File: src/scm_cfg.svh
// constants of the serial channel mode block
// assumes a 32-bit ahb-lite bus, one word per register
`ifndef SCM_CFG_SVH
`define SCM_CFG_SVH
// register indexes; byte address is four times the index
`define SCM_IDX_MODE 8'hb0
`define SCM_IDX_RATE 8'hb1
`define SCM_IDX_CTRL 8'hb2
`define SCM_IDX_DATA 8'hc0
`define SCM_IDX_STAT 8'hc1
`define SCM_IDX_MASK 8'hc2
// reset values
`define SCM_RST_MODE 8'h00
`define SCM_RST_RATE 8'hff
`define SCM_RST_CTRL 8'h00
`define SCM_RST_STAT 4'h0
`define SCM_RST_MASK 4'h0
// status bit positions
`define SCM_ST_TXE 0
`define SCM_ST_TXEND 1
`define SCM_ST_RXF 2
`define SCM_ST_RXERR 3
// data word: transmit multiprocessor bit position
`define SCM_DATA_MPB 8
// prescaler terminal counts: /1 /4 /16 /64
`define SCM_PRE_0 6'd0
`define SCM_PRE_1 6'd3
`define SCM_PRE_2 6'd15
`define SCM_PRE_3 6'd63
`endif

File: src/scm_pkg.sv
// types of the serial channel mode block
// no assumptions beyond the header constants
package scm_pkg;
	// mode register layout, bit 7 first
	typedef struct packed {
		logic sync_mode;
		logic char_length_select;
		logic parity_enable;
		logic odd_parity;
		logic two_stop;
		logic multiproc_format;
		logic prescale_select_hi;
		logic prescale_select_lo;
	} scm_mode_type;
	// control register layout, bit 7 first
	typedef struct packed {
		logic tx_empty_irq_en;
		logic rx_irq_en;
		logic tx_enable;
		logic rx_enable;
		logic multiproc_irq_en;
		logic tx_end_irq_en;
		logic clock_pin_select_hi;
		logic clock_pin_select_lo;
	} scm_ctrl_type;
	// the four gated request lines
	typedef struct packed {
		logic tx_empty_irq;
		logic tx_end_irq;
		logic rx_full_irq;
		logic rx_error_irq;
	} scm_irq_type;
	typedef enum logic {SCM_TX_IDLE, SCM_TX_SHIFT} scm_tx_type;
	typedef enum logic {SCM_RX_IDLE, SCM_RX_SHIFT} scm_rx_type;
endpackage

File: src/scm_serial_channel.sv
// serial channel zero: mode, rate, control and a small uart
// assumes ahb-lite master, pins synchronous to clk_sys
//
// The AHB-Lite slave port was decided locally.
`timescale 1ns/10ps
`default_nettype none
`include "scm_cfg.svh"
// Function
// - mode bit picks async or clocked sync
// - parity enable adds and checks parity
// - parity sense: 0 even, 1 odd
// - stop bit: one or two stop bits
// - multiprocessor bit adds multiprocessor format
// - prescaler field 00 uses undivided clock
// - eight bit rate register, resets all ones
// - both clock bits zero: internal clock
// - lower bit set: internal clock, pin out
// - upper bit set: pin is clock input
// - transmit end request gated by enable
// - multiprocessor enable filters received characters
// - receive full and error gated by enable
// - transmit empty request gated by enable
module scm_serial_channel (
	input wire logic clk_sys,
	input wire logic rst_n,
	input wire logic hsel,
	input wire logic [31:0] haddr,
	input wire logic [1:0] htrans,
	input wire logic hwrite,
	input wire logic [2:0] hsize,
	input wire logic [31:0] hwdata,
	input wire logic hready,
	output logic [31:0] hrdata,
	output logic hreadyout,
	output logic hresp,
	input wire logic rxd,
	output logic txd,
	input wire logic sck_i,
	output logic sck_o,
	output logic sck_oe,
	output scm_pkg::scm_irq_type irq_lines,
	output logic irq
);
	// registers software sees
	scm_pkg::scm_mode_type mode_ff; // serial_mode_reg
	logic [7:0] rate_ff; // bit_rate_reg
	scm_pkg::scm_ctrl_type ctrl_ff; // serial_control_reg
	logic [3:0] stat_ff; // sticky events
	logic [3:0] mask_ff; // interrupt mask
	logic [11:0] rxword_ff; // flags and last char
	// bus data phase
	logic ap_wr_ff;
	logic ap_rd_ff;
	logic [7:0] ap_idx_ff;
	logic [31:0] hrdata_ff;
	logic hreadyout_ff;
	// clocking
	logic [5:0] pre_cnt_ff;
	logic [7:0] brr_cnt_ff;
	logic sck_ff;
	logic sck_prev_ff;
	logic sck_oe_ff;
	// transmitter
	scm_pkg::scm_tx_type tx_st_ff;
	logic [12:0] tx_sr_ff;
	logic [3:0] tx_cnt_ff;
	logic [8:0] tx_buf_ff; // mp bit and char
	logic tx_pend_ff;
	logic txd_ff;
	// receiver
	scm_pkg::scm_rx_type rx_st_ff;
	logic [12:0] rx_sr_ff;
	logic [3:0] rx_idx_ff;
	logic rx_done_ff;
	// outputs
	scm_pkg::scm_irq_type irq_lines_ff;
	logic irq_ff;

	// frame bit count, start and stop included
	function automatic logic [3:0] frame_len(scm_pkg::scm_mode_type m);
		if (m.sync_mode) begin
			frame_len = 4'd8;
		end else begin
			frame_len = 4'd10 - 4'(m.char_length_select) + 4'(m.parity_enable)
				+ 4'(m.multiproc_format) + 4'(m.two_stop);
		end
	endfunction

	// parity over the live data bits
	function automatic logic par_of(scm_pkg::scm_mode_type m, logic [7:0] d);
		logic [7:0] msk;
		msk = m.char_length_select ? 8'h7f : 8'hff;
		par_of = (^(d & msk)) ^ m.odd_parity;
	endfunction

	// lsb-first frame image; idle ones fill the stop bits
	function automatic logic [12:0] compose(scm_pkg::scm_mode_type m, logic [8:0] b);
		logic [12:0] v;
		logic [3:0] p;
		v = 13'h1fff;
		p = 4'd1;
		if (m.sync_mode) begin
			v[7:0] = b[7:0];
		end else begin
			v[0] = 1'b0; // start bit
			for (int i = 0; i < 8; i++) begin
				if (i < 7 || !m.char_length_select) begin
					v[p] = b[i];
					p = p + 4'd1;
				end
			end
			if (m.parity_enable) begin
				v[p] = par_of(m, b[7:0]);
				p = p + 4'd1;
			end
			if (m.multiproc_format) begin
				v[p] = b[`SCM_DATA_MPB];
			end
		end
		compose = v;
	endfunction

	// prescaler terminal count
	function automatic logic [5:0] pre_lim(logic [1:0] s);
		case (s)
			2'b00: pre_lim = `SCM_PRE_0;
			2'b01: pre_lim = `SCM_PRE_1;
			2'b10: pre_lim = `SCM_PRE_2;
			default: pre_lim = `SCM_PRE_3;
		endcase
	endfunction

	// bus decode
	wire logic ap_take = hsel & htrans[1] & hready;
	wire logic [7:0] a_idx = haddr[9:2];
	wire logic wr_mode = ap_wr_ff & (ap_idx_ff == `SCM_IDX_MODE);
	wire logic wr_rate = ap_wr_ff & (ap_idx_ff == `SCM_IDX_RATE);
	wire logic wr_ctrl = ap_wr_ff & (ap_idx_ff == `SCM_IDX_CTRL);
	wire logic wr_data = ap_wr_ff & (ap_idx_ff == `SCM_IDX_DATA);
	wire logic wr_stat = ap_wr_ff & (ap_idx_ff == `SCM_IDX_STAT);
	wire logic wr_mask = ap_wr_ff & (ap_idx_ff == `SCM_IDX_MASK);
	// read mux; unmapped words read zero
	wire logic [31:0] rd_mux =
		(a_idx == `SCM_IDX_MODE) ? {24'h0, mode_ff} :
		(a_idx == `SCM_IDX_RATE) ? {24'h0, rate_ff} :
		(a_idx == `SCM_IDX_CTRL) ? {24'h0, ctrl_ff} :
		(a_idx == `SCM_IDX_DATA) ? {20'h0, rxword_ff} :
		(a_idx == `SCM_IDX_STAT) ? {28'h0, stat_ff} :
		(a_idx == `SCM_IDX_MASK) ? {28'h0, mask_ff} : 32'h0;

	// bit clock source
	wire logic [1:0] pre_sel = {mode_ff.prescale_select_hi, mode_ff.prescale_select_lo};
	wire logic pre_hit = (pre_cnt_ff == pre_lim(pre_sel));
	wire logic int_tick = pre_hit & (brr_cnt_ff == 8'h00);
	wire logic ext_clk = ctrl_ff.clock_pin_select_hi;
	wire logic tx_busy = (tx_st_ff == scm_pkg::SCM_TX_SHIFT);
	// sync internal clock idles high between characters while the receiver is disabled
	wire logic sck_run = !mode_ff.sync_mode | tx_busy | ctrl_ff.rx_enable;
	wire logic bit_tick = ext_clk ? (sck_i & ~sck_prev_ff)
		: (int_tick & sck_run & ~sck_ff);
	wire logic [3:0] flen = frame_len(mode_ff);

	// transmit control
	wire logic tx_load = ctrl_ff.tx_enable & tx_pend_ff
		& (!tx_busy | (bit_tick & tx_cnt_ff == 4'd0));
	wire logic tx_end_ev = tx_busy & bit_tick & (tx_cnt_ff == 4'd0) & !tx_pend_ff;

	// receive decode from the captured frame
	wire logic [7:0] rx_nd = mode_ff.char_length_select ? 8'h7f : 8'hff;
	wire logic [7:0] rx_data = mode_ff.sync_mode ? rx_sr_ff[7:0] : (rx_sr_ff[8:1] & rx_nd);
	wire logic [3:0] rx_pi = mode_ff.char_length_select ? 4'd8 : 4'd9;
	wire logic [3:0] rx_mi = rx_pi + 4'(mode_ff.parity_enable);
	wire logic [3:0] rx_si = rx_mi + 4'(mode_ff.multiproc_format);
	wire logic rx_mpb = !mode_ff.sync_mode & mode_ff.multiproc_format & rx_sr_ff[rx_mi];
	wire logic rx_perr = !mode_ff.sync_mode & mode_ff.parity_enable
		& (rx_sr_ff[rx_pi] != par_of(mode_ff, rx_data));
	wire logic rx_ferr = !mode_ff.sync_mode & !rx_sr_ff[rx_si];
	// skip data characters while waiting for an id character
	wire logic rx_skip = mode_ff.multiproc_format & ctrl_ff.multiproc_irq_en
		& !mode_ff.sync_mode & !rx_mpb;
	wire logic rx_accept = rx_done_ff & !rx_skip;
	wire logic rx_ovr = rx_accept & stat_ff[`SCM_ST_RXF];

	// sticky events; a set in the clearing cycle wins
	wire logic [3:0] ev = {rx_accept & (rx_perr | rx_ferr | rx_ovr), rx_accept, tx_end_ev, tx_load};
	wire logic [3:0] nxt_stat = (stat_ff & ~(wr_stat ? hwdata[3:0] : 4'h0)) | ev;
	wire scm_pkg::scm_irq_type nxt_lines = '{
		tx_empty_irq: stat_ff[`SCM_ST_TXE] & ctrl_ff.tx_empty_irq_en,
		tx_end_irq: stat_ff[`SCM_ST_TXEND] & ctrl_ff.tx_end_irq_en,
		rx_full_irq: stat_ff[`SCM_ST_RXF] & ctrl_ff.rx_irq_en,
		rx_error_irq: stat_ff[`SCM_ST_RXERR] & ctrl_ff.rx_irq_en};
	// mask keeps the status layout, tx empty at bit 0
	wire logic nxt_irq = |({nxt_lines.rx_error_irq, nxt_lines.rx_full_irq,
		nxt_lines.tx_end_irq, nxt_lines.tx_empty_irq} & mask_ff);
	// pin drives only for internal clock, except async with lower bit clear
	wire logic nxt_sck_oe = !ctrl_ff.clock_pin_select_hi
		& (ctrl_ff.clock_pin_select_lo | mode_ff.sync_mode);

	// ahb address phase capture and zero-wait read data
	always_ff @(posedge clk_sys or negedge rst_n) begin
		if (!rst_n) begin
			ap_wr_ff <= 1'b0;
			ap_rd_ff <= 1'b0;
			ap_idx_ff <= 8'h00;
			hrdata_ff <= 32'h0;
			hreadyout_ff <= 1'b0;
		end else begin
			ap_wr_ff <= ap_take & hwrite;
			ap_rd_ff <= ap_take & !hwrite;
			ap_idx_ff <= a_idx;
			hrdata_ff <= (ap_take & !hwrite) ? rd_mux : 32'h0;
			hreadyout_ff <= 1'b1;
		end
	end

	// software registers
	always_ff @(posedge clk_sys or negedge rst_n) begin
		if (!rst_n) begin
			mode_ff <= `SCM_RST_MODE;
			rate_ff <= `SCM_RST_RATE;
			ctrl_ff <= `SCM_RST_CTRL;
			mask_ff <= `SCM_RST_MASK;
			stat_ff <= `SCM_RST_STAT;
		end else begin
			if (wr_mode) begin
				mode_ff <= hwdata[7:0];
			end
			if (wr_rate) begin
				rate_ff <= hwdata[7:0];
			end
			if (wr_ctrl) begin
				ctrl_ff <= hwdata[7:0];
			end
			if (wr_mask) begin
				mask_ff <= hwdata[3:0];
			end
			stat_ff <= nxt_stat;
		end
	end

	// prescaler then rate divider
	always_ff @(posedge clk_sys or negedge rst_n) begin
		if (!rst_n) begin
			pre_cnt_ff <= 6'd0;
			brr_cnt_ff <= 8'hff;
		end else if (pre_hit) begin
			pre_cnt_ff <= 6'd0;
			brr_cnt_ff <= (brr_cnt_ff == 8'h00) ? rate_ff : brr_cnt_ff - 8'h01;
		end else begin
			pre_cnt_ff <= pre_cnt_ff + 6'd1;
		end
	end

	// serial clock pin; edges of the input are sampled directly
	always_ff @(posedge clk_sys or negedge rst_n) begin
		if (!rst_n) begin
			sck_ff <= 1'b1;
			sck_prev_ff <= 1'b1;
			sck_oe_ff <= 1'b0;
		end else begin
			sck_prev_ff <= sck_i;
			sck_oe_ff <= nxt_sck_oe;
			if (!sck_run | ext_clk) begin
				sck_ff <= 1'b1;
			end else if (int_tick) begin
				sck_ff <= ~sck_ff;
			end
		end
	end

	// transmit buffer: last write wins until loaded
	always_ff @(posedge clk_sys or negedge rst_n) begin
		if (!rst_n) begin
			tx_buf_ff <= 9'h000;
			tx_pend_ff <= 1'b0;
		end else if (wr_data) begin
			tx_buf_ff <= hwdata[8:0];
			tx_pend_ff <= 1'b1;
		end else if (tx_load) begin
			tx_pend_ff <= 1'b0;
		end
	end

	// transmit shifter; one extra tick holds the last bit
	always_ff @(posedge clk_sys or negedge rst_n) begin
		if (!rst_n) begin
			tx_st_ff <= scm_pkg::SCM_TX_IDLE;
			tx_sr_ff <= 13'h1fff;
			tx_cnt_ff <= 4'd0;
			txd_ff <= 1'b1;
		end else if (!ctrl_ff.tx_enable) begin
			tx_st_ff <= scm_pkg::SCM_TX_IDLE;
			txd_ff <= 1'b1;
		end else if (tx_load) begin
			tx_st_ff <= scm_pkg::SCM_TX_SHIFT;
			tx_sr_ff <= compose(mode_ff, tx_buf_ff);
			tx_cnt_ff <= flen;
		end else begin
			case (tx_st_ff)
				scm_pkg::SCM_TX_SHIFT: begin
					if (bit_tick & tx_cnt_ff == 4'd0) begin
						tx_st_ff <= scm_pkg::SCM_TX_IDLE;
					end else if (bit_tick) begin
						txd_ff <= tx_sr_ff[0];
						tx_sr_ff <= {1'b1, tx_sr_ff[12:1]};
						tx_cnt_ff <= tx_cnt_ff - 4'd1;
					end
				end
				default: begin
					txd_ff <= 1'b1;
				end
			endcase
		end
	end

	// receiver; sync samples from the first tick, async waits for start
	always_ff @(posedge clk_sys or negedge rst_n) begin
		if (!rst_n) begin
			rx_st_ff <= scm_pkg::SCM_RX_IDLE;
			rx_sr_ff <= 13'h0000;
			rx_idx_ff <= 4'd0;
			rx_done_ff <= 1'b0;
		end else begin
			rx_done_ff <= 1'b0;
			if (!ctrl_ff.rx_enable) begin
				rx_st_ff <= scm_pkg::SCM_RX_IDLE;
			end else if (bit_tick) begin
				case (rx_st_ff)
					scm_pkg::SCM_RX_IDLE: begin
						if (mode_ff.sync_mode | !rxd) begin
							rx_st_ff <= scm_pkg::SCM_RX_SHIFT;
							rx_sr_ff <= 13'h1fff;
							rx_sr_ff[0] <= rxd;
							rx_idx_ff <= 4'd1;
						end
					end
					scm_pkg::SCM_RX_SHIFT: begin
						rx_sr_ff[rx_idx_ff] <= rxd;
						rx_idx_ff <= rx_idx_ff + 4'd1;
						if (rx_idx_ff == flen - 4'd1) begin
							rx_st_ff <= scm_pkg::SCM_RX_IDLE;
							rx_done_ff <= 1'b1;
						end
					end
					default: begin
						rx_st_ff <= scm_pkg::SCM_RX_IDLE;
					end
				endcase
			end
		end
	end

	// received word: overrun, framing, parity, mp bit, char
	always_ff @(posedge clk_sys or negedge rst_n) begin
		if (!rst_n) begin
			rxword_ff <= 12'h000;
		end else if (rx_accept) begin
			rxword_ff <= {rx_ovr, rx_ferr, rx_perr, rx_mpb, rx_data};
		end
	end

	// request lines and the one masked interrupt
	always_ff @(posedge clk_sys or negedge rst_n) begin
		if (!rst_n) begin
			irq_lines_ff <= '0;
			irq_ff <= 1'b0;
		end else begin
			irq_lines_ff <= nxt_lines;
			irq_ff <= nxt_irq;
		end
	end

	assign hrdata = hrdata_ff;
	assign hreadyout = hreadyout_ff;
	assign hresp = 1'b0;
	assign txd = txd_ff;
	assign sck_o = sck_ff;
	assign sck_oe = sck_oe_ff;
	assign irq_lines = irq_lines_ff;
	assign irq = irq_ff;
endmodule
`default_nettype wire

File: config.mk
export PLATFORM = sky130hd
export DESIGN_NAME = scm_serial_channel
export DESIGN_NICKNAME = d
export VERILOG_FILES = /design/src/scm_pkg.sv /design/src/scm_serial_channel.sv
export VERILOG_INCLUDE_DIRS = /design/src /design/src/src
export SDC_FILE = /design/constraint.sdc
export NUM_CORES = 1
export LEC_CHECK = 0
export BUFFER_PORTS_ARGS = -buffer_cell sky130_fd_sc_hd__buf_2
export CAP_MARGIN = 20
export CORE_MARGIN = 2
export CORE_UTILIZATION = 51
export CTS_CLUSTER_DIAMETER = 30
export DETAILED_ROUTE_END_ITERATION = 10
export PLACE_DENSITY = 0.84
export SLEW_MARGIN = 20
export SYNTH_ARGS = -nofsm -noshare
export SYNTH_HDL_FRONTEND = slang
export SYNTH_SLANG_ARGS = --single-unit
export TNS_END_PERCENT = 10
File: constraint.sdc
create_clock -name clk_sys -period 2.55 [get_ports clk_sys]
set_input_delay 0.1275 -clock clk_sys [delete_from_list [all_inputs] [get_ports clk_sys]]
set_output_delay 0.1275 -clock clk_sys [all_outputs]
set_load 0.01 [all_outputs]
Word-level counts from Yosys, hierarchy flattened
Index checks and enable logic that the tools add are counted. Widths: inputs -> output; s select.

Register bits: 136. Input bits: 76. Output and inout bits: 42. Logic and storage cells: 345.

$add $sub $neg: 19. Order comparisons: 23. Eq/ne operators: 23. Muxes and demuxes: 147. Bitwise operators: 56. Reduce and logical (&&, ||, !) cells: 33.

Operators with widths (count): $mux 13 (32); $mux 4 (38); $bwmux 13 (10); $eq 8x8->1 const B (12); $lt 4x5->1 const B (13); $mux 12 (5); $demux 1 s4 (10); $ge 4x1->1 const B (10); $mux 1 (39); $add 4x1->4 const B (9); $and 1x1->1 (36); $mux 8 (4); $pmux 13 s2 (1); $and 8x8->8 (3); $add 4x1->4 (5); $pmux 6 s3 (1); $reduce_xor 8->1 (2); $bmux 1 s4 (3); $logic_and 1x1->1 (10); $logic_not 1->1 (10); $and 4x4->4 (2); $logic_not 8->1 (1); $or 1x1->1 (8); $pmux 4 s2 (1); other kinds (26) (36).

Depth between registers and ports, before layout
Gate-level depths: netlist (run 1).

Depth in word-level cells: 54. Depth in mapped cells: 11. Gate-level depth less buffers: 11.

Worst setup path before layout (run 1)
Ideal clock, no wire load.

Path type: register -> register. From: reg mode_ff[6] in the netlist's numbering. To: reg rx_done_ff. Library setup time: 0.068 ns. Arrival time: 2.482 ns. Required time: 2.482 ns. Slack: 0.001 ns. Stages on the path, launching flop included: 10. Path buffers: 0. Period minus slack after synthesis: 2.549 ns. Path through: dfrtp_1 > ha_1 > fa_1 > nor2_1 > inv_1 > ha_1 > xor2_1 > nand2_1 > a2111oi_0 > and3_1.

Longest elaborated chain between the ends: 11.

RTL lines: start, declared (RTL line scm_serial_channel.sv:45) `scm_pkg::scm_mode_type mode_ff;`; start signal, assigned (RTL line scm_serial_channel.sv:219) `` mode_ff <= `SCM_RST_MODE; ``; start signal, assigned (RTL line scm_serial_channel.sv:226) `mode_ff <= hwdata[7:0];`; $sub 4x1->4 (RTL line scm_serial_channel.sv:84) `frame_len = 4'd10 - 4'(m.char_length_select) + 4'(m.parity_enable)`; $add 4x1->4 (RTL line scm_serial_channel.sv:84); $add 4x1->4 (2 in series) (RTL line scm_serial_channel.sv:85) `+ 4'(m.multiproc_format) + 4'(m.two_stop);`; $mux 4 (RTL line scm_serial_channel.sv:81) `if (m.sync_mode) begin`; $sub 4x1->4 (RTL line scm_serial_channel.sv:340) `if (rx_idx_ff == flen - 4'd1) begin`; $eq 4x4->1 (RTL line scm_serial_channel.sv:340); $mux 1 (RTL line scm_serial_channel.sv:340); $mux 1 (RTL line scm_serial_channel.sv:328) `case (rx_st_ff)`; $mux 1 (RTL line scm_serial_channel.sv:327) `end else if (bit_tick) begin`; $mux 1 (RTL line scm_serial_channel.sv:325) `if (!ctrl_ff.rx_enable) begin`; end signal, assigned (RTL line scm_serial_channel.sv:322) `rx_done_ff <= 1'b0;`; end signal, assigned (RTL line scm_serial_channel.sv:324) `rx_done_ff <= 1'b0;`; end signal, assigned (RTL line scm_serial_channel.sv:342) `rx_done_ff <= 1'b1;`; end, declared (RTL line scm_serial_channel.sv:74) `logic rx_done_ff;`.

No other way between the ends. A chain may end at the register's enable or synchronous reset.

Final worst setup path (run 1)
Ends and elaborated chain as after synthesis.

==> impl_metrics.json, run 1 <==
{
  "yosys-top-cells-count": "104 x dfrtp_1, 83 x nand2_1, 53 x a21oi_1",
  "synth_cells": 676,
  "max_stage_delay_ns": 0.46,
  "synth-edff-count": 0,
  "wl_per_cell_um": 18.44,
  "startpoint": "mode_ff[6]$_DFFE_PN0P_",
  "drv_slew": 0,
  "r2r_cells": 10,
  "antenna_found_initial": 0,
  "gp_congestion": 0.9075,
  "critPathCapture": "rx_done_ff$_DFF_PN0_",
  "insertion_delay_ns": 0.43,
  "slew_headroom_pct": 51.90,
  "htreeDepth": 4,
  "rr_startpoint": "mode_ff[6]$_DFFE_PN0P_",
  "root_buffer": "clkbuf_16",
  "violations": "setup timing",
  "synthFlopType": "dfrtp_1",
  "grt_start_max_net_pins": 66,
  "synth_seq_area_share_pct": 48.96,
  "wl_mm": 17.59,
  "path_max_fanout": 2,
  "drt_iter0_drc": 660,
  "clk_path_buf_depth": 2,
  "dp_hpwl_mm": 11.67,
  "required_ns": 2.91,
  "yosysTopAreaCell": "dfrtp_1",
  "fmax_mhz": 382.5,
  "die-area_um2": 14640,
  "use_met2_pct": 41.43,
  "rows": 42,
  "synth.top_cell.area_share_pct": 37.29,
  "crit_slowest_cell": "fa_2",
  "synthDistinctLibCells": 67,
  "yosysMostFrequentCell": "dfrtp_1",
  "use_met1_pct": 30.70,
  "grt_use_met3_pct": 5.874,
  "drt-pass1-iter-count": 5,
  "ir_worst_vdd_v": 0.0005007,
  "fin_worst_skew_ns": 0.008300,
  "async_reset_ff_share_pct": 100.0,
  "die_h_um": 121.0,
  "area_growth_pct": 20.40,
  "setup_ws_ns": -0.06421,
  "worst_slew_pin_slew_ns": 0.7214,
  "core_area_um2": 13300,
  "hp-class": "in2reg",
  "grt_usage_pct": 24.73,
  "hold_viol": 0,
  "powerDensity_nw_per_um2": 761.6,
  "viasPerCell": 5.873,
  "min_period_ns": 2.614,
  "startpoint_type": "flop",
  "grt_busiest_layer": "met2",
  "path_cells": "ha_4, fa_2, nor2_4, inv_2, ha_4, xor2_2, buf_4, a2111oi_4, buf_4, and3_1",
  "arrival_ns": 2.98,
  "place_ws_ns": -0.1325,
  "leakagePower_nw": 3.768,
  "clock_sinks": 135,
  "io_buffers": 45,
  "clk_pin_slew_worst_paths_ns": 0.05,
  "die_w_um": 121.0,
  "status": "complete, but fails checks",
  "avgSynthCellArea_um2": 10.32,
  "period_share_pct": 102.5,
  "power_w": 0.006400,
  "fillers": 981,
  "finalSetupViolCount": 2,
  "pin_count": 118,
  "syn-cell-area_um2": 6979,
  "drc": 0,
  "r2r_end": "rx_done_ff$_DFF_PN0_",
  "drv_cap": 0,
  "ys_top_cells_by_area": "dfrtp_1 37%, dfstp_2 12%, mux2_2 6.8%",
  "grt_pass1_wl_mm": 27.58,
  "cts_tree": "yes",
  "grt-ovfl-total": 0,
  "postRouteAntennaNets": 0,
  "drive_above_1_share_pct": 26.86,
  "cts-buffers-inserted": 17,
  "num_vias": 5603,
  "grt_pass1_vias": 5454,
  "n_antenna_cell": 0,
  "synth_warnings": 0,
  "critPathCaptureType": "flop",
  "start_util_pct": 52.49,
  "ys_ff_latch": 135,
  "grt_setup_unrepaired": "yes",
  "layout.nets": 858,
  "r2r_setup_slack_ns": -0.06,
  "crit_type": "reg2reg"
}
## registers in the layout (all words and copies together) (netlist names), 6 cells and up
| signal | flops |
|---|---|
| ap_idx_ff | 8 |
| brr_cnt_ff | 8 |
| ctrl_ff | 7 |
| hrdata | 12 |
| mode_ff | 8 |
| pre_cnt_ff | 6 |
| rate_ff | 8 |
| rx_sr_ff | 13 |
| rxword_ff | 12 |
| tx_buf_ff | 9 |
| tx_sr_ff | 12 |
## power breakdown
part | total (W) | switching [W] | internal [W]
registers | 0.00269 | 0.000197 | 0.00249
clock network | 0.00271 | 0.000897 | 0.00181
logic | 0.00101 | 0.000566 | 0.000439
total | 0.00640 | 0.00166 | 0.00474
## cell type report
type                       count  area, um2  area share, %
multi-input combinational    488       3352          39.89
tap                          176      220.2          2.621
timing repair buffer          96      661.9          7.877
inverter                      27      101.3          1.206
clock buffer                  24      481.7          5.733
clock inverter                 8      168.9          2.010
sequential                   135       3417          40.66
## how the worst min path moves through the flow
stage | startpoint | end | slack, ns | cells past startpoint
final | htrans[1] | ap_wr_ff$_DFF_PN0_ | 0.01 | 3
after global routing | htrans[1] | ap_wr_ff$_DFF_PN0_ | 0.02 | 3
after CTS | htrans[1] | ap_wr_ff$_DFF_PN0_ | 0.006 | 3
after detailed placement | rst_n | ap_wr_ff$_DFF_PN0_ | 0.15 | 1
after global placement | rst_n | ap_idx_ff[7]$_DFF_PN0_ | 0.14 | 1
after floorplan | rst_n | ap_idx_ff[0]$_DFF_PN0_ | -0.17 | 0
## worst max-delay path, delay by kind of cell, from the launching register on
family | cells | cell delay, ns
buf+inv | 3 | 0.39
xor+xnor | 1 | 0.17
compound gates | 1 | 0.35
simple gates | 2 | 0.31
fa+ha+maj | 3 | 0.91
flops | 1 | 0.42
## per-layer routing
metal	up-vias	wire length, um
met5	-	0
met4	0	517
met3	54	1190
met2	265	8710
met1	2745	7174
li1	2539	-
## repair_timing
action / 4_1_cts / 5_1_grt
pin swaps: 5 / 4
hold endpoints to repair: 62 / 0
hold buffers: 14 / 0
resized for setup: 8 / 11
endpoints found under the setup margin: 2 / 13
setup buffers: 0 / 3
## layout by cell type, fill, tap and decap left out, types with 9 or more instances in the layout
| cell type | n |
|---|---|
| dfstp_2 | 31 |
| xnor2_1 | 17 |
| buf_4 | 36 |
| dlygate4sd3_1 | 14 |
| mux2_2 | 42 |
| conb_1 | 22 |
| ha_1 | 12 |
| o21ai_1 | 13 |
| a21oi_1 | 53 |
| dfrtp_1 | 104 |
| mux2i_1 | 22 |
| o21ai_0 | 30 |
| buf_2 | 44 |
| and2_1 | 9 |
| nand3_1 | 12 |
| nor2_1 | 43 |
| inv_1 | 24 |
| clkbuf_16 | 17 |
| nand2_1 | 82 |
## per-stage QoR
step | hold WS, ns | area (um2) | utilization, % | cells | setup TNS, ns
6_report | 0.01369 | 8403 | 63.20 | 954 | -0.1070
4_1_cts | 0.006291 | 8322 | 62.59 | 951 | 0
5_1_grt | 0.02046 | 8403 | 63.20 | 954 | -0.2184
2_1_floorplan | -0.1681 | 7054 | - | 696 | 0
3_3_place_gp | 0.1439 | 7505 | 56.45 | 905 | -0.09346
3_5_place_dp | 0.1484 | 7505 | 56.45 | 905 | -0.2486
## kinds of logic after synthesis
group / Yosys count / share of synthesized area [%]
adders and majority gates: 17 / 3.263
xor gates and xnor gates: 26 / 3.460
other: 2 / 0.1076
buffers and inverters: 73 / 5.306
AOI/OAI and AO/OA: 152 / 14.02
muxes: 66 / 10.58
and+or+nand+nor: 205 / 14.31
DFF: 135 / 48.96
Power figures use the tool's default switching activity.
==> run 2: changes to the inputs <==
- ABC_AREA: default -> 1
==> run 2 against run 1 <==
  * Hold slack worse by 0.0061 ns
  * Synthesized cell count rose by 30%
  * Largest cell class unchanged
  * Global-route usage fell by 0.52 points
  * Non-clock buffer count down 23
  * Sequential cell count stayed put
  * The run now ends clean
  * Clock skew hardly changed
==> impl_metrics.json, run 2 <==
{
  "io_buffers": 45,
  "insertion_delay_ns": 0.43,
  "hp-class": "in2reg",
  "setup_tns_ns": 0,
  "cts_tree": "yes",
  "leakagePower_nw": 4.290,
  "drt_iter0_drc": 602,
  "n_antenna_cell": 0,
  "drt-pass1-iter-count": 5,
  "root_buffer": "clkbuf_16",
  "yosysMostFrequentCell": "nand2_1",
  "rows": 42,
  "fmax_mhz": 408.2,
  "final_cell_mix": "237 x nand2_1, 111 x o21ai_0, 110 x inv_1, 104 x dfrtp_1, 67 x nor2_1",
  "yosysTopAreaCell": "dfrtp_1",
  "status": "completed",
  "clk_pin_slew_worst_paths_ns": 0.06,
  "synth_cells": 877,
  "slew_headroom_pct": 56.08,
  "grt_start_max_net_pins": 58,
  "antenna_found_initial": 0,
  "finalSetupViolCount": 0,
  "required_ns": 2.86,
  "combPwrFrac_pct": 19.4,
  "gp_congestion": 0.8795,
  "post_dp_cell_area_um2": 7391,
  "synth-edff-count": 0,
  "drv_cap": 0,
  "dp_hpwl_mm": 11.43,
  "startpoint_type": "flop",
  "viasPerCell": 5.270,
  "fillers": 1133,
  "min_period_ns": 2.450,
  "die_w_um": 121.4,
  "period_share_pct": 96.07,
  "p_seq_share_pct": 40.6,
  "die-area_um2": 14730,
  "wl_per_cell_um": 14.64,
  "async_reset_ff_share_pct": 100.0,
  "pin_count": 118,
  "largest_register_ffs": 13,
  "clk_path_buf_depth": 2,
  "core_area_um2": 13350,
  "avgSynthCellArea_um2": 8.008,
  "htreeDepth": 4,
  "path_max_fanout": 3,
  "grt_pass1_vias": 5715,
  "power.switching_w": 0.001966,
  "final_common_cell": "nand2_1",
  "hold_viol": 0,
  "grt_usage_pct": 24.21,
  "place_ws_ns": 0.05674,
  "swShare_pct": 29.72,
  "ys_top_cells_by_area": "dfrtp_1 37%, nand2_1 13%, dfstp_2 12%",
  "synthFlopType": "dfrtp_1",
  "area_growth_pct": 16.82,
  "drive_above_1_share_pct": 15.06,
  "grt_pass1_wl_mm": 27.52,
  "utilization_pct": 61.46,
  "rr_startpoint": "mode_ff[3]$_DFFE_PN0P_",
  "arrival_ns": 2.76,
  "die_h_um": 121.4,
  "design_area_um2": 8204,
  "yosys-top-cells-count": "238 x nand2_1, 111 x o21ai_0, 110 x inv_1",
  "grt-ovfl-total": 0,
  "ys_ff_latch": 135,
  "drc": 0,
  "layout.nets": 1043,
  "wl_mm": 16.67,
  "synth_seq_area_share_pct": 48.65,
  "top_register": "rx_sr_ff",
  "synthDistinctLibCells": 44,
  "fin_worst_skew_ns": 0.008546,
  "ir_worst_vdd_v": 0.0004793,
  "syn-cell-area_um2": 7023,
  "worst_slew_pin_slew_ns": 0.6573,
  "critPathCaptureType": "flop",
  "postRouteAntennaNets": 0,
  "power.internal_w": 0.004649,
  "num_vias": 6002,
  "powerDensity_nw_per_um2": 806.3,
  "synth_warnings": 0,
  "synth.top_cell.area_share_pct": 37.06,
  "start_util_pct": 52.62,
  "drv_slew": 0,
  "startpoint": "mode_ff[3]$_DFFE_PN0P_",
  "setup_ws_ns": 0.1002,
  "cts-buffers-inserted": 17,
  "clkPwrFrac_pct": 40.0,
  "clock_sinks": 135,
  "crit_type": "reg2reg",
  "worstHoldStart": "hwdata[7]"
}
==> run 2: worst max-delay path: stages, from the launching register on <==
cell and delay, ns:
dfrtp_1 0.38, inv_1 0.06, ha_1 0.30, fa_2 0.44, nor2_2 0.16, inv_1 0.12, ha_4 0.18, xnor2_2 0.13
xor2_1 0.15, nor2_1 0.10, nand4_1 0.10, a32o_1 0.22
==> run 2: kinds of logic after synthesis <==
kind of cell / synth area share, %
AOI/OAI and AO/OA: 12.70
xor gates and xnor gates: 2.619
adders and majority gates: 3.242
buffers and inverters: 9.977
DFF: 48.65
other: 0.1069
and+or+nand+nor: 22.70
==> run 2: power by group through the flow <==
stage / sequential (W) / combinational, W / clock (W)
global route: 0.00272 / 0.00150 / 0.00276
finish: 0.00269 / 0.00128 / 0.00264
CTS: 0.00268 / 0.00126 / 0.00266
detailed placement: 0.00271 / 0.00122 / 0
global placement: 0.00270 / 0.00118 / 0
floorplan: 0.00268 / 0.000974 / 0
==> run 2: what timing repair did <==
item,in CTS,in global routing
setup buffers,0,1
gates resized for setup,0,6
endpoints found under the hold margin,66,0
setup endpoints to repair,0,6
hold buffers,13,0
==> run 2: area by class of cell <==
cell class | instances | area (um2) | share of cell area (%)
Sequential cell | 135 | 3417 | 41.65
Timing Repair Buffer | 73 | 499.2 | 6.085
Multi-Input combinational cell | 610 | 3008 | 36.66
Clock buffer | 18 | 439.2 | 5.353
Tap cell | 176 | 220.2 | 2.684
Clock inverter | 14 | 196.4 | 2.394
Inverter | 113 | 424.2 | 5.170
==> run 2: layer usage <==
layer	GRT usage [%]	vias up	wire length, um
met4	11.14	0	519
met3	6.015	46	1141
met5	0	-	0
li1	-	2914	-
met2	39.47	234	7984
met1	30.37	2808	7026
==> run 2: per-stage QoR <==
step	std cells	hold WS [ns]	power (W)
floorplan	897	-0.1681	0.003651
global placement	1093	0.1122	0.003885
detailed placement	1093	0.1197	0.003933
CTS	1138	0.005470	0.006595
global route	1139	0.01113	0.006973
finish	1139	0.007641	0.006615
==> run 2: worst paths after layout <==
check	cells past startpoint	to	slack, ns
setup / recovery	11	rx_st_ff$_DFFE_PN0P_	0.10
hold / removal	3	rate_ff[7]$_DFFE_PN1P_	0.008
setup reg to reg	11	rx_st_ff$_DFFE_PN0P_	0.10
hold reg to reg	2	tx_sr_ff[4]$_DFFE_PN1P_	0.47
max in group asynchronous	3	brr_cnt_ff[1]$_DFFE_PN1N_	1.54
min in group asynchronous	2	rxword_ff[5]$_DFFE_PN0P_	0.23
